**config.mk**
```make
export PLATFORM = sky130hd
export DESIGN_NAME = ubm_core
export DESIGN_NICKNAME = d
export VERILOG_FILES = /design/src/core/ubm_pkg.sv /design/src/core/ubm_tick_if.sv /design/src/core/ubm_core.sv /design/src/core/ubm_baud_div.sv
export SDC_FILE = /design/constraint.sdc
export NUM_CORES = 1
export LEC_CHECK = 0
export ABC_CLOCK_PERIOD_IN_PS = 5100
export BUFFER_PORTS_ARGS = -buffer_cell sky130_fd_sc_hd__buf_2
export CORE_MARGIN = 2
export CORE_UTILIZATION = 40
export DETAILED_ROUTE_END_ITERATION = 10
export PLACE_DENSITY = 0.6
export SLEW_MARGIN = 20
export SYNTH_ARGS = -nofsm -noshare
export SYNTH_HDL_FRONTEND = slang
export SYNTH_SLANG_ARGS = --single-unit
export TNS_END_PERCENT = 20
```
**constraint.sdc**
```tcl
create_clock -name mclk -period 5.1 [get_ports mclk]
set_input_delay 1.02 -clock mclk [delete_from_list [all_inputs] [get_ports mclk]]
set_output_delay 1.02 -clock mclk [all_outputs]
set_load 0.005 [all_outputs]
```
**src/core/ubm_pkg.sv**
```systemverilog
// constants and types shared by the serial configuration block
package ubm_pkg;
  localparam int ADDR_W = 8;
  localparam int DATA_W = 32;
  localparam int MOD_W  = 13;
  localparam int CHAR_W = 10;
  localparam int SMP_W  = 7;
  localparam int ST_W   = 6;
  // register offsets
  localparam logic [7:0] OFF_CFG   = 8'h00;
  localparam logic [7:0] OFF_MATCH = 8'h04;
  localparam logic [7:0] OFF_CTRL  = 8'h08;
  localparam logic [7:0] OFF_DATA  = 8'h0c;
  localparam logic [7:0] OFF_STAT  = 8'h10;
  localparam logic [7:0] OFF_MASK  = 8'h14;
  // baud_config fields
  localparam int B_MEN1 = 31;
  localparam int B_MEN2 = 30;
  localparam int B_TEN  = 29;
  localparam int OSR_HI = 28;
  localparam int OSR_LO = 24;
  localparam int RSV_HI = 23;
  localparam int RSV_LO = 20;
  localparam int SCH_HI = 19;
  localparam int SCH_LO = 18;
  localparam int B_DUAL = 17;
  localparam int MOD_HI = 12;
  // match register fields
  localparam int MV1_LO = 0;
  localparam int MV2_LO = 16;
  // control register bits
  localparam int C_TXEN = 0;
  localparam int C_RXEN = 1;
  localparam int C_NINE = 2;
  // status and mask bits
  localparam int S_RXF  = 0;
  localparam int S_M1   = 1;
  localparam int S_M2   = 2;
  localparam int S_IDLE = 3;
  localparam int S_FERR = 4;
  localparam int S_TXE  = 5;
  // reset values and limits
  localparam logic [4:0]       OSR_MIN = 5'h03;
  localparam logic [4:0]       OSR_DEF = 5'h0f;
  localparam logic [MOD_W-1:0] MOD_RST = 13'h0004;
  localparam logic [3:0]       LEN8    = 4'h8;
  localparam logic [3:0]       LEN9    = 4'h9;
  localparam logic [3:0]       LEN10   = 4'ha;
  localparam logic [3:0]       IDLE_EX = 4'h2;
  typedef enum logic [1:0] {
    SCH_ADDR  = 2'b00,
    SCH_IDLE  = 2'b01,
    SCH_ONOFF = 2'b10,
    SCH_CTS   = 2'b11
  } ubm_scheme_t;
  typedef enum logic [1:0] {
    RX_IDLE  = 2'b00,
    RX_START = 2'b01,
    RX_DATA  = 2'b10,
    RX_STOP  = 2'b11
  } ubm_rx_t;
endpackage : ubm_pkg

```
**src/core/ubm_tick_if.sv**
```systemverilog
// divider settings and sample enables between the core and its divider
`timescale 1ns/1ps
interface ubm_tick_if;
  logic [12:0] modulo;
  logic        dual;
  logic        tick;
  logic        half_tick;
  modport src (input modulo, input dual, output tick, output half_tick);
  modport dst (output modulo, output dual, input tick, input half_tick);
endinterface : ubm_tick_if

```
**src/core/ubm_core.sv**
```systemverilog
// serial port with baud/configuration word, match logic and framing
//
// Strobed register access and the register addresses were chosen for this implementation.
`timescale 1ns/1ps
module ubm_core (
  input  wire logic                        mclk,
  input  wire logic                        sys_rst,
  input  wire logic [ubm_pkg::ADDR_W-1:0]  addr,
  input  wire logic [ubm_pkg::DATA_W-1:0]  wr_data,
  input  wire logic                        wr_en,
  input  wire logic                        rd_en,
  output logic      [ubm_pkg::DATA_W-1:0]  rd_data,
  input  wire logic                        rx_pin,
  input  wire logic                        cts_n_pin,
  output logic                             tx_pin,
  output logic                             irq
);
  import ubm_pkg::*;

  // configuration and software-visible state
  logic              men1_q, men1_d, men2_q, men2_d, ten_q, ten_d;
  logic [4:0]        osr_q, osr_d;
  ubm_scheme_t       sch_q, sch_d;
  logic              dual_q, dual_d;
  logic [MOD_W-1:0]  mod_q, mod_d;
  logic [CHAR_W-1:0] mv1_q, mv1_d, mv2_q, mv2_d, txh_q, txh_d;
  logic [CHAR_W-1:0] rxd_q, rxd_d;
  logic              txen_q, txen_d, rxen_q, rxen_d, nine_q, nine_d;
  logic              txh_full_q, txh_full_d;
  logic [ST_W-1:0]   stat_q, stat_d, mask_q, mask_d, ev;
  logic [DATA_W-1:0] rd_q, rd_d, cfg_word;
  logic [4:0]        osr_wr;
  // pin synchronisers, three stages each
  logic [2:0]        rxs_q, ctss_q;
  logic              rx_lvl_q, rx_lvl_d, cts_n_q, cts_n_d;
  // receiver
  ubm_rx_t           rst_q, rst_d;
  logic [SMP_W-1:0]  smp_q, smp_d, tpb_rx, tpb_tx;
  logic [3:0]        bit_q, bit_d, clen;
  logic [CHAR_W-1:0] rsh_q, rsh_d, rchar;
  logic              idle_seen_q, idle_seen_d, act_q, act_d;
  logic              rx_done, hit1, hit2, any_en, mark, deliver, st;
  // transmitter
  logic              tbusy_q, tbusy_d, cts_ok, tx_start, tx_done;
  logic [11:0]       tsh_q, tsh_d;
  logic [SMP_W-1:0]  tsmp_q, tsmp_d;
  logic [3:0]        tbit_q, tbit_d;

  ubm_tick_if tk ();
  assign tk.modulo = mod_q;
  assign tk.dual   = dual_q;

  ubm_baud_div u_div (
    .mclk    (mclk),
    .sys_rst (sys_rst),
    .tk      (tk)
  );

  // character length and per-bit sample counts
  always_comb begin
    clen   = ten_q ? LEN10 : (nine_q ? LEN9 : LEN8);
    tpb_tx = 7'(osr_q) + 7'h01;
    tpb_rx = tpb_tx << dual_q;
    st     = tk.tick || tk.half_tick;
    osr_wr = wr_data[OSR_HI:OSR_LO];
    cfg_word = '0;
    cfg_word[B_MEN1] = men1_q;
    cfg_word[B_MEN2] = men2_q;
    cfg_word[B_TEN]  = ten_q;
    cfg_word[OSR_HI:OSR_LO] = osr_q;
    cfg_word[SCH_HI:SCH_LO] = sch_q;
    cfg_word[B_DUAL] = dual_q;
    cfg_word[MOD_HI:0] = mod_q;
  end

  // register writes, reads and sticky status
  always_comb begin
    men1_d = men1_q; men2_d = men2_q; ten_d = ten_q; osr_d = osr_q;
    sch_d = sch_q; dual_d = dual_q; mod_d = mod_q;
    mv1_d = mv1_q; mv2_d = mv2_q; mask_d = mask_q;
    txen_d = txen_q; rxen_d = rxen_q; nine_d = nine_q;
    txh_d = txh_q;
    txh_full_d = txh_full_q && !tx_start;
    stat_d = stat_q;
    rd_d = '0;
    if (wr_en) begin
      case (addr)
        OFF_CFG: begin
          men1_d = wr_data[B_MEN1];
          men2_d = wr_data[B_MEN2];
          ten_d  = wr_data[B_TEN];
          osr_d  = (osr_wr < OSR_MIN) ? OSR_DEF : osr_wr;
          sch_d  = ubm_scheme_t'(wr_data[SCH_HI:SCH_LO]);
          dual_d = wr_data[B_DUAL];
          mod_d  = wr_data[MOD_HI:0];
        end
        OFF_MATCH: begin
          mv1_d = wr_data[MV1_LO +: CHAR_W];
          mv2_d = wr_data[MV2_LO +: CHAR_W];
        end
        OFF_CTRL: begin
          txen_d = wr_data[C_TXEN];
          rxen_d = wr_data[C_RXEN];
          nine_d = wr_data[C_NINE];
        end
        OFF_DATA: begin
          if (!txh_full_q) begin
            txh_d      = wr_data[CHAR_W-1:0];
            txh_full_d = 1'b1;
          end
        end
        OFF_STAT: stat_d = stat_q & ~wr_data[ST_W-1:0];
        OFF_MASK: mask_d = wr_data[ST_W-1:0];
        default: ;
      endcase
    end
    stat_d = stat_d | ev;                                   // set wins
    if (rd_en) begin
      case (addr)
        OFF_CFG:   rd_d = cfg_word;
        OFF_MATCH: rd_d = {6'h00, mv2_q, 6'h00, mv1_q};
        OFF_CTRL:  rd_d = {29'h0, nine_q, rxen_q, txen_q};
        OFF_DATA:  rd_d = {22'h0, rxd_q};
        OFF_STAT:  rd_d = {26'h0, stat_q};
        OFF_MASK:  rd_d = {26'h0, mask_q};
        default:   rd_d = '0;
      endcase
    end
  end

  always_ff @(posedge mclk) begin
    if (sys_rst) begin
      men1_q <= 1'b0; men2_q <= 1'b0; ten_q <= 1'b0; osr_q <= OSR_DEF;
      sch_q <= SCH_ADDR; dual_q <= 1'b0; mod_q <= MOD_RST;
      mv1_q <= '0; mv2_q <= '0; mask_q <= '0; stat_q <= '0;
      txen_q <= 1'b0; rxen_q <= 1'b0; nine_q <= 1'b0;
      txh_q <= '0; txh_full_q <= 1'b0; rd_q <= '0;
    end else begin
      men1_q <= men1_d; men2_q <= men2_d; ten_q <= ten_d; osr_q <= osr_d;
      sch_q <= sch_d; dual_q <= dual_d; mod_q <= mod_d;
      mv1_q <= mv1_d; mv2_q <= mv2_d; mask_q <= mask_d; stat_q <= stat_d;
      txen_q <= txen_d; rxen_q <= rxen_d; nine_q <= nine_d;
      txh_q <= txh_d; txh_full_q <= txh_full_d; rd_q <= rd_d;
    end
  end

  assign rd_data = rd_q;
  assign irq     = |(stat_q & mask_q);

  // pin synchronisers; a level counts once stages two and three agree
  always_comb begin
    rx_lvl_d = (rxs_q[1] == rxs_q[2]) ? rxs_q[2] : rx_lvl_q;
    cts_n_d  = (ctss_q[1] == ctss_q[2]) ? ctss_q[2] : cts_n_q;
  end

  always_ff @(posedge mclk) begin
    if (sys_rst) begin
      rxs_q <= 3'h7; ctss_q <= 3'h7; rx_lvl_q <= 1'b1; cts_n_q <= 1'b1;
    end else begin
      rxs_q <= {rxs_q[1:0], rx_pin};
      ctss_q <= {ctss_q[1:0], cts_n_pin};
      rx_lvl_q <= rx_lvl_d;
      cts_n_q <= cts_n_d;
    end
  end

  // receive framing, idle detection and match filtering
  always_comb begin
    rst_d = rst_q; smp_d = smp_q; bit_d = bit_q; rsh_d = rsh_q;
    idle_seen_d = idle_seen_q; act_d = act_q; rxd_d = rxd_q;
    rx_done = 1'b0;
    ev = '0;
    case (clen)
      LEN10:   rchar = rsh_q;
      LEN9:    rchar = {1'b0, rsh_q[CHAR_W-1:1]};
      default: rchar = {2'b00, rsh_q[CHAR_W-1:2]};
    endcase
    mark   = rchar[clen - 4'h1];
    any_en = men1_q || men2_q;
    hit1   = men1_q && (rchar == mv1_q);
    hit2   = men2_q && (rchar == mv2_q);
    if (!rxen_q) begin
      rst_d = RX_IDLE; smp_d = '0; bit_d = '0;
    end else if (st) begin
      case (rst_q)
        RX_IDLE: begin
          if (!rx_lvl_q) begin
            rst_d = RX_START; smp_d = '0;
          end else if (smp_q == tpb_rx - 7'h01) begin
            smp_d = '0;
            bit_d = bit_q + 4'h1;
            if (bit_q == clen + IDLE_EX) begin
              idle_seen_d = 1'b1;
              ev[S_IDLE]  = !idle_seen_q;
            end
          end else smp_d = smp_q + 7'h01;
        end
        RX_START: begin
          if (smp_q == (tpb_rx >> 1) - 7'h01) begin
            rst_d = rx_lvl_q ? RX_IDLE : RX_DATA;
            smp_d = '0; bit_d = '0;
          end else smp_d = smp_q + 7'h01;
        end
        RX_DATA: begin
          if (smp_q == tpb_rx - 7'h01) begin
            rsh_d = {rx_lvl_q, rsh_q[CHAR_W-1:1]};
            smp_d = '0;
            bit_d = bit_q + 4'h1;
            if (bit_q == clen - 4'h1) rst_d = RX_STOP;
          end else smp_d = smp_q + 7'h01;
        end
        RX_STOP: begin
          if (smp_q == tpb_rx - 7'h01) begin
            rx_done = 1'b1;
            ev[S_FERR] = !rx_lvl_q;
            rst_d = RX_IDLE; smp_d = '0; bit_d = '0;
          end else smp_d = smp_q + 7'h01;
        end
        default: rst_d = RX_IDLE;
      endcase
    end
    if (rx_done) begin
      case (sch_q)
        SCH_ADDR: if (any_en && mark) act_d = hit1 || hit2;
        SCH_IDLE: if (any_en && idle_seen_q) act_d = hit1 || hit2;
        default: begin
          if (hit1) act_d = 1'b1;
          if (hit2) act_d = 1'b0;
        end
      endcase
      if (sch_q == SCH_CTS && (hit1 || hit2)) act_d = act_d || hit1;
      idle_seen_d = 1'b0;
      deliver = !any_en || act_d || act_q;
      ev[S_M1] = hit1;
      ev[S_M2] = hit2;
      ev[S_RXF] = deliver;
      if (deliver) rxd_d = rchar;
    end else deliver = 1'b0;
    ev[S_TXE] = tx_done;
  end

  always_ff @(posedge mclk) begin
    if (sys_rst) begin
      rst_q <= RX_IDLE; smp_q <= '0; bit_q <= '0; rsh_q <= '0;
      idle_seen_q <= 1'b0; act_q <= 1'b0; rxd_q <= '0;
    end else begin
      rst_q <= rst_d; smp_q <= smp_d; bit_q <= bit_d; rsh_q <= rsh_d;
      idle_seen_q <= idle_seen_d; act_q <= act_d; rxd_q <= rxd_d;
    end
  end

  // transmit framing, gated by clear-to-send and the match state
  always_comb begin
    cts_ok   = !cts_n_q && (sch_q != SCH_CTS || !any_en || act_q);
    // launch on a tick so the start bit is a whole bit long
    tx_start = txen_q && txh_full_q && !tbusy_q && cts_ok && tk.tick;
    tbusy_d = tbusy_q; tsh_d = tsh_q; tsmp_d = tsmp_q; tbit_d = tbit_q;
    tx_done = 1'b0;
    if (tx_start) begin
      tbusy_d = 1'b1;
      tsh_d   = {1'b1, txh_q, 1'b0} | (12'hfff << (clen + 4'h1));
      tsmp_d  = '0; tbit_d = '0;
    end else if (tbusy_q && tk.tick) begin
      if (tsmp_q == tpb_tx - 7'h01) begin
        tsmp_d = '0;
        tsh_d  = {1'b1, tsh_q[11:1]};
        tbit_d = tbit_q + 4'h1;
        if (tbit_q == clen + 4'h1) begin
          tbusy_d = 1'b0;
          tx_done = 1'b1;
        end
      end else tsmp_d = tsmp_q + 7'h01;
    end
  end

  always_ff @(posedge mclk) begin
    if (sys_rst) begin
      tbusy_q <= 1'b0; tsh_q <= 12'hfff; tsmp_q <= '0; tbit_q <= '0;
    end else begin
      tbusy_q <= tbusy_d; tsh_q <= tsh_d; tsmp_q <= tsmp_d;
      tbit_q <= tbit_d;
    end
  end

  assign tx_pin = tbusy_q ? tsh_q[0] : 1'b1;

  osr_fallback_a: assert property (@(posedge mclk) disable iff (sys_rst)
    wr_en && addr == OFF_CFG && wr_data[OSR_HI:OSR_LO] < OSR_MIN
    |=> osr_q == OSR_DEF) else $error("bad ratio not replaced");
  osr_keep_a: assert property (@(posedge mclk) disable iff (sys_rst)
    wr_en && addr == OFF_CFG && wr_data[OSR_HI:OSR_LO] >= OSR_MIN
    |=> osr_q == $past(wr_data[OSR_HI:OSR_LO])) else $error("ratio lost");
  rsv_zero_a: assert property (@(posedge mclk) disable iff (sys_rst)
    rd_en && addr == OFF_CFG |=> rd_data[RSV_HI:RSV_LO] == 4'h0)
    else $error("reserved bits not zero");
  ten_len_a: assert property (@(posedge mclk) disable iff (sys_rst)
    ten_q |-> clen == LEN10) else $error("ten-bit length wrong");
  ticks_rx_a: assert property (@(posedge mclk) disable iff (sys_rst)
    dual_q && osr_q == 5'h03 |-> tpb_rx == 7'h08)
    else $error("dual edge count wrong");
  match_on_a: assert property (@(posedge mclk) disable iff (sys_rst)
    rx_done && sch_q == SCH_ONOFF && hit1 && !hit2 |=> act_q)
    else $error("match on missed");
  match_off_a: assert property (@(posedge mclk) disable iff (sys_rst)
    rx_done && sch_q == SCH_ONOFF && hit2 |=> !act_q)
    else $error("match off missed");
  cts_gate_a: assert property (@(posedge mclk) disable iff (sys_rst)
    sch_q == SCH_CTS && any_en && !act_q |-> !tx_start)
    else $error("send not gated");
  addr_wake_a: assert property (@(posedge mclk) disable iff (sys_rst)
    rx_done && sch_q == SCH_ADDR && any_en && mark && !act_q && !hit1 && !hit2
    |=> !act_q ##0 !stat_q[S_RXF] || $past(stat_q[S_RXF]))
    else $error("address mismatch woke");
  irq_level_a: assert property (@(posedge mclk) disable iff (sys_rst)
    $rose(stat_q[S_RXF]) && mask_q[S_RXF] |-> irq)
    else $error("irq not raised");
endmodule : ubm_core

```
**src/core/ubm_baud_div.sv**
```systemverilog
// modulo divider giving the oversample enable and its mid-period twin
`timescale 1ns/1ps
module ubm_baud_div (
  input wire logic mclk,
  input wire logic sys_rst,
  ubm_tick_if.src  tk
);
  import ubm_pkg::*;
  logic [MOD_W-1:0] cnt_q, cnt_d, mod_eff;
  logic             wrap;

  // a zero modulo behaves as one
  always_comb begin
    mod_eff = (tk.modulo == '0) ? 13'h0001 : tk.modulo;
    wrap    = (cnt_q >= mod_eff - 13'h0001);
    cnt_d   = wrap ? '0 : cnt_q + 13'h0001;
  end

  always_ff @(posedge mclk) begin
    if (sys_rst) cnt_q <= '0;
    else         cnt_q <= cnt_d;
  end

  // rising-edge tick and, in dual mode with a modulo above one, the falling-edge tick
  assign tk.tick      = wrap;
  assign tk.half_tick = tk.dual && (mod_eff > 13'h0001) &&
                        (cnt_q == (mod_eff >> 1) - 13'h0001);

  no_half_single_a: assert property (@(posedge mclk) disable iff (sys_rst)
    !tk.dual |-> !tk.half_tick) else $error("half tick in single mode");
  // a tick restarts the count, so with modulo two the next comes two later
  tick_period_a: assert property (
    @(posedge mclk) disable iff (sys_rst)
    tk.tick && tk.modulo == 13'h0002 ##1 tk.modulo == 13'h0002
    |-> !tk.tick ##1 (tk.tick || tk.modulo != 13'h0002))
    else $error("tick period wrong");
endmodule : ubm_baud_div

```
==> flow_summary_export.csv <==
group,metric,value,unit
power_and_ir_drop,p_per_area,280.1,nW/µm²
global_route,grt_pass1_wl,40880,µm
synth,synth_area,9449,µm²
outcome,status,"complete, no violations",
clock_tree,cts-htree-levels,4,
sta,fmax,0.2182,GHz
global_route,grt.total_usage,20.79,%
clock_tree,clkTransAtPathRegs,0.07,ns
sta,skew,0.01325,ns
die,dieArea,24870,µm²
synth,synth_flop_cell,"dfxtp_1",
synth,synth-edff-count,0,
worst_hold_path,min_path_cells,1,
synth,ys_top_cells_by_area,"dfxtp_1 (38%), mux2i_1 (5.7%), nand2_1 (5.6%)",
synth,ys_async_sr_fraction,0,%
sta,setup_violations,0,
sta,hold_viol,0,
synth,ys_types,81,
sta,finalCriticalPeriod,4.582,ns
clock_tree,root_buffer,"clkbuf_16",
clock_tree,postCtsSetupBuffers,0,
clock_tree,numCtsBuffers,17,
synth,synth_top_area_cell,"dfxtp_1",
sta,holdWs,0.4133,ns
placed_design,dpl.hpwl,18110,µm
setup_path,end_kind,"flip-flop",
setup_path,crit_path_max_fanout,7,
setup_path,r2r_start,"mod_q[10]$_SDFFE_PP0P_",
global_route,grt_remaining_overflow,0,
synth,ys_ff_latch,178,
die,die_y,157.7,µm
routing,antenna_left,0,
final_layout,diodes,0,
setup_path,ff2ff_path_depth,17,
setup_path,reg2reg_to,"tbusy_q$_SDFFE_PP0P_",
synth,avgSynthCellArea,8.303,µm²
clock_tree,cts_num_sinks,178,
global_route,antenna_found_initial,0,
synth,ys_warn_count,0,
routing,route.detailed.drc,0,
routing,drt_iter0_drc,548,
die,start_util,40.50,%
placed_design,gp_congestion,0.8680,
worst_hold_path,holdPathEnd,"ctss_q[1]$_SDFF_PP1_",
placed_design,io_buffers,73,
setup_path,r2r_slack,0.52,ns
sta,period_share,89.84,%
placed_design,numPlacedInstances,1488,
synth,ys_seq_area_share,37.71,%
clock_tree,worstSkewPairLatency,0.44,ns
final_layout,fin_cells,1520,
sta,finalSetupTns,0,ns
sta,rsz0062_at_grt,"false",
synth,synthCells,1138,
routing,wl_per_cell,16.69,µm
routing,routed_wl,25370,µm
setup_path,worstPathRequired,5.41,ns
run,max_cap_violations,0,
final_layout,syn_to_final_growth,13.69,%
setup_path,critical_path_arrival,4.89,ns
setup_path,critPathLaunchType,"flip-flop",
worst_hold_path,hp-class,"flip-flop to flip-flop",
die,rows,56,
setup_path,worstSetupPathType,"flip-flop to flip-flop",
clock_tree,cts_tree,"built",
routing,via_per_inst,5.286,
global_route,first_global_vias,7576,
power_and_ir_drop,ir_worst_vdd,0.2145,mV
die,ios,80,
die,core_area,23330,µm²
routing,firstDrtPassIters,5,
routing,num_vias,8034,
final_layout,fill_cells,2284,
final_layout,nets,1258,
clock_tree,cts_resized,0,
die,die_w,157.7,µm
synth,yosysTopAreaCellShare,37.71,%
final_layout,drive_gt1_share,14.32,%
sta,relSlewSlack,33.63,%
worst_hold_path,worstHoldStart,"ctss_q[0]$_SDFF_PP1_",
global_route,grt_max_degree,64,
power_and_ir_drop,power.leakage,0.004312,µW
sta,tightest_slew,0.9955,ns
clock_tree,clock_path_buffers,2,
sta,slew_viol_final,0,
clock_tree,holdBufCountCts,0,
==> synthesized netlist by cell type, types with 11 or more instances <==
master and n:
dfxtp_1 178, nand2_1 142, nor2_1 125, a21oi_1 95, mux2i_1 54, xor2_1 51, clkbuf_1 42, nand3_1 39
xnor2_1 38, o21ai_0 29, nor3_1 25, ha_1 24, inv_1 22, and2_1 17, and3_1 17, buf_2 15
nand4_1 14, a22oi_1 13, or3_1 12, nand2b_1 11, or2_2 11
==> state kept, by name, summed over array words and instances (netlist names), 4 cells and up, named ones only <==
register,flops
u_div.cnt_q,13
rsh_q,10
stat_q,6
tbit_q,4
smp_q,7
rxd_q,10
tsh_q,11
bit_q,4
mv1_q,10
txh_q,10
rd_data,29
mask_q,6
mv2_q,10
mod_q,13
tsmp_q,7
osr_q,5
==> cell usage in the layout (no fill, tap or decap), drive strengths merged, types with 6 or more instances in the layout <==
cell / n
nor2b: 10
buf: 99
a21oi: 95
and2: 18
a31oi: 11
xnor2: 38
nor3: 26
clkbuf: 18
o21bai: 10
a22oi: 13
nor4: 9
nor2: 126
ha: 24
mux2i: 57
or3: 12
nand4: 15
o21ai: 33
a211oi: 9
xor2: 51
inv: 30
mux2: 11
dfxtp: 178
or2: 11
nand2: 142
a21boi: 6
nand3: 39
nand2b: 11
and3: 17
==> layout make-up <==
class                      instances  area, µm²  share of cell area [%]
timing repair buffer              99      563.0                   5.241
clock buffer                      18      439.2                   4.088
tap                              319      399.1                   3.715
clock inverter                    14      190.2                   1.770
sequential                       178       3563                   33.17
multi-input combinational        869       5502                   51.21
inverter                          23      86.33                  0.8036
==> worst max path at each step <==
stage | startpoint | endpoint | slack (ns) | cells past startpoint
6_report | mod_q[10]$_SDFFE_PP0P_ | tbusy_q$_SDFFE_PP0P_ | 0.52 | 17
5_1_grt | mod_q[10]$_SDFFE_PP0P_ | tbusy_q$_SDFFE_PP0P_ | 0.006 | 17
4_1_cts | mod_q[10]$_SDFFE_PP0P_ | tbusy_q$_SDFFE_PP0P_ | 0.46 | 17
3_5_place_dp | mod_q[10]$_SDFFE_PP0P_ | tbusy_q$_SDFFE_PP0P_ | 0.56 | 17
3_3_place_gp | mod_q[10]$_SDFFE_PP0P_ | tbusy_q$_SDFFE_PP0P_ | 0.54 | 17
2_1_floorplan | mod_q[9]$_SDFFE_PP0P_ | tbusy_q$_SDFFE_PP0P_ | 0.58 | 20
==> layer usage <==
| layer | global-route usage (%) | share of wire, % |
|---|---|---|
| met5 | 0 | 0 |
| met4 | 6.017 | 1.8 |
| met3 | 2.765 | 4.6 |
| met2 | 33.15 | 45 |
| met1 | 29.34 | 49 |
==> logic make-up (layout without fill, tap and decap cells) <==
logic type               count (synthesis)  count (layout)  synth area share (%)
AND/OR/NAND/NOR                        458             458                 23.66
other                                    1               3               0.03969
buffers and inverters                   93             154                 4.211
XOR/XNOR                                90              90                 8.501
multiplexers                            68              68                 7.601
adder cells (fa/ha/maj)                 24              24                 3.178
flip-flops                             178             178                 37.71
AO/OA/AOI/OAI                          226             226                 15.10
==> report_power, final <==
part | internal, µW | switching [µW] | total, µW
combinational | 64.9 | 108 | 172
sequential | 1400 | 16.3 | 1420
clock | 802 | 619 | 1420
total | 2270 | 743 | 3010
==> per-stage QoR <==
stage          util (%)  setup WS, ns  area, µm²  total power, µW
2_1_floorplan         -        0.5801       9457             1546
3_3_place_gp      43.35        0.5440      10110             1619
3_5_place_dp      43.35        0.5600      10110             1621
4_1_cts           46.04        0.4629      10740             3026
5_1_grt           46.04      0.005752      10740             3095
6_report          46.04        0.5179      10740             3009
==> worst max-delay path: stages, from the launching register on <==
cell and delay, ns:
dfxtp_1 0.46, nor2_1 0.16, a41oi_1 0.32, ha_1 0.26, nand2_1 0.09, nor3_1 0.33
nand2_1 0.11, xor2_1 0.16, ha_1 0.29, nand4_1 0.07, nor3_1 0.20, a221oi_1 0.11
o21ai_1 0.25, and2_1 0.33, or3b_1 0.42, or4b_1 0.64, a21oi_1 0.19, nor2_1 0.05
Power figures use the tool's default switching activity.
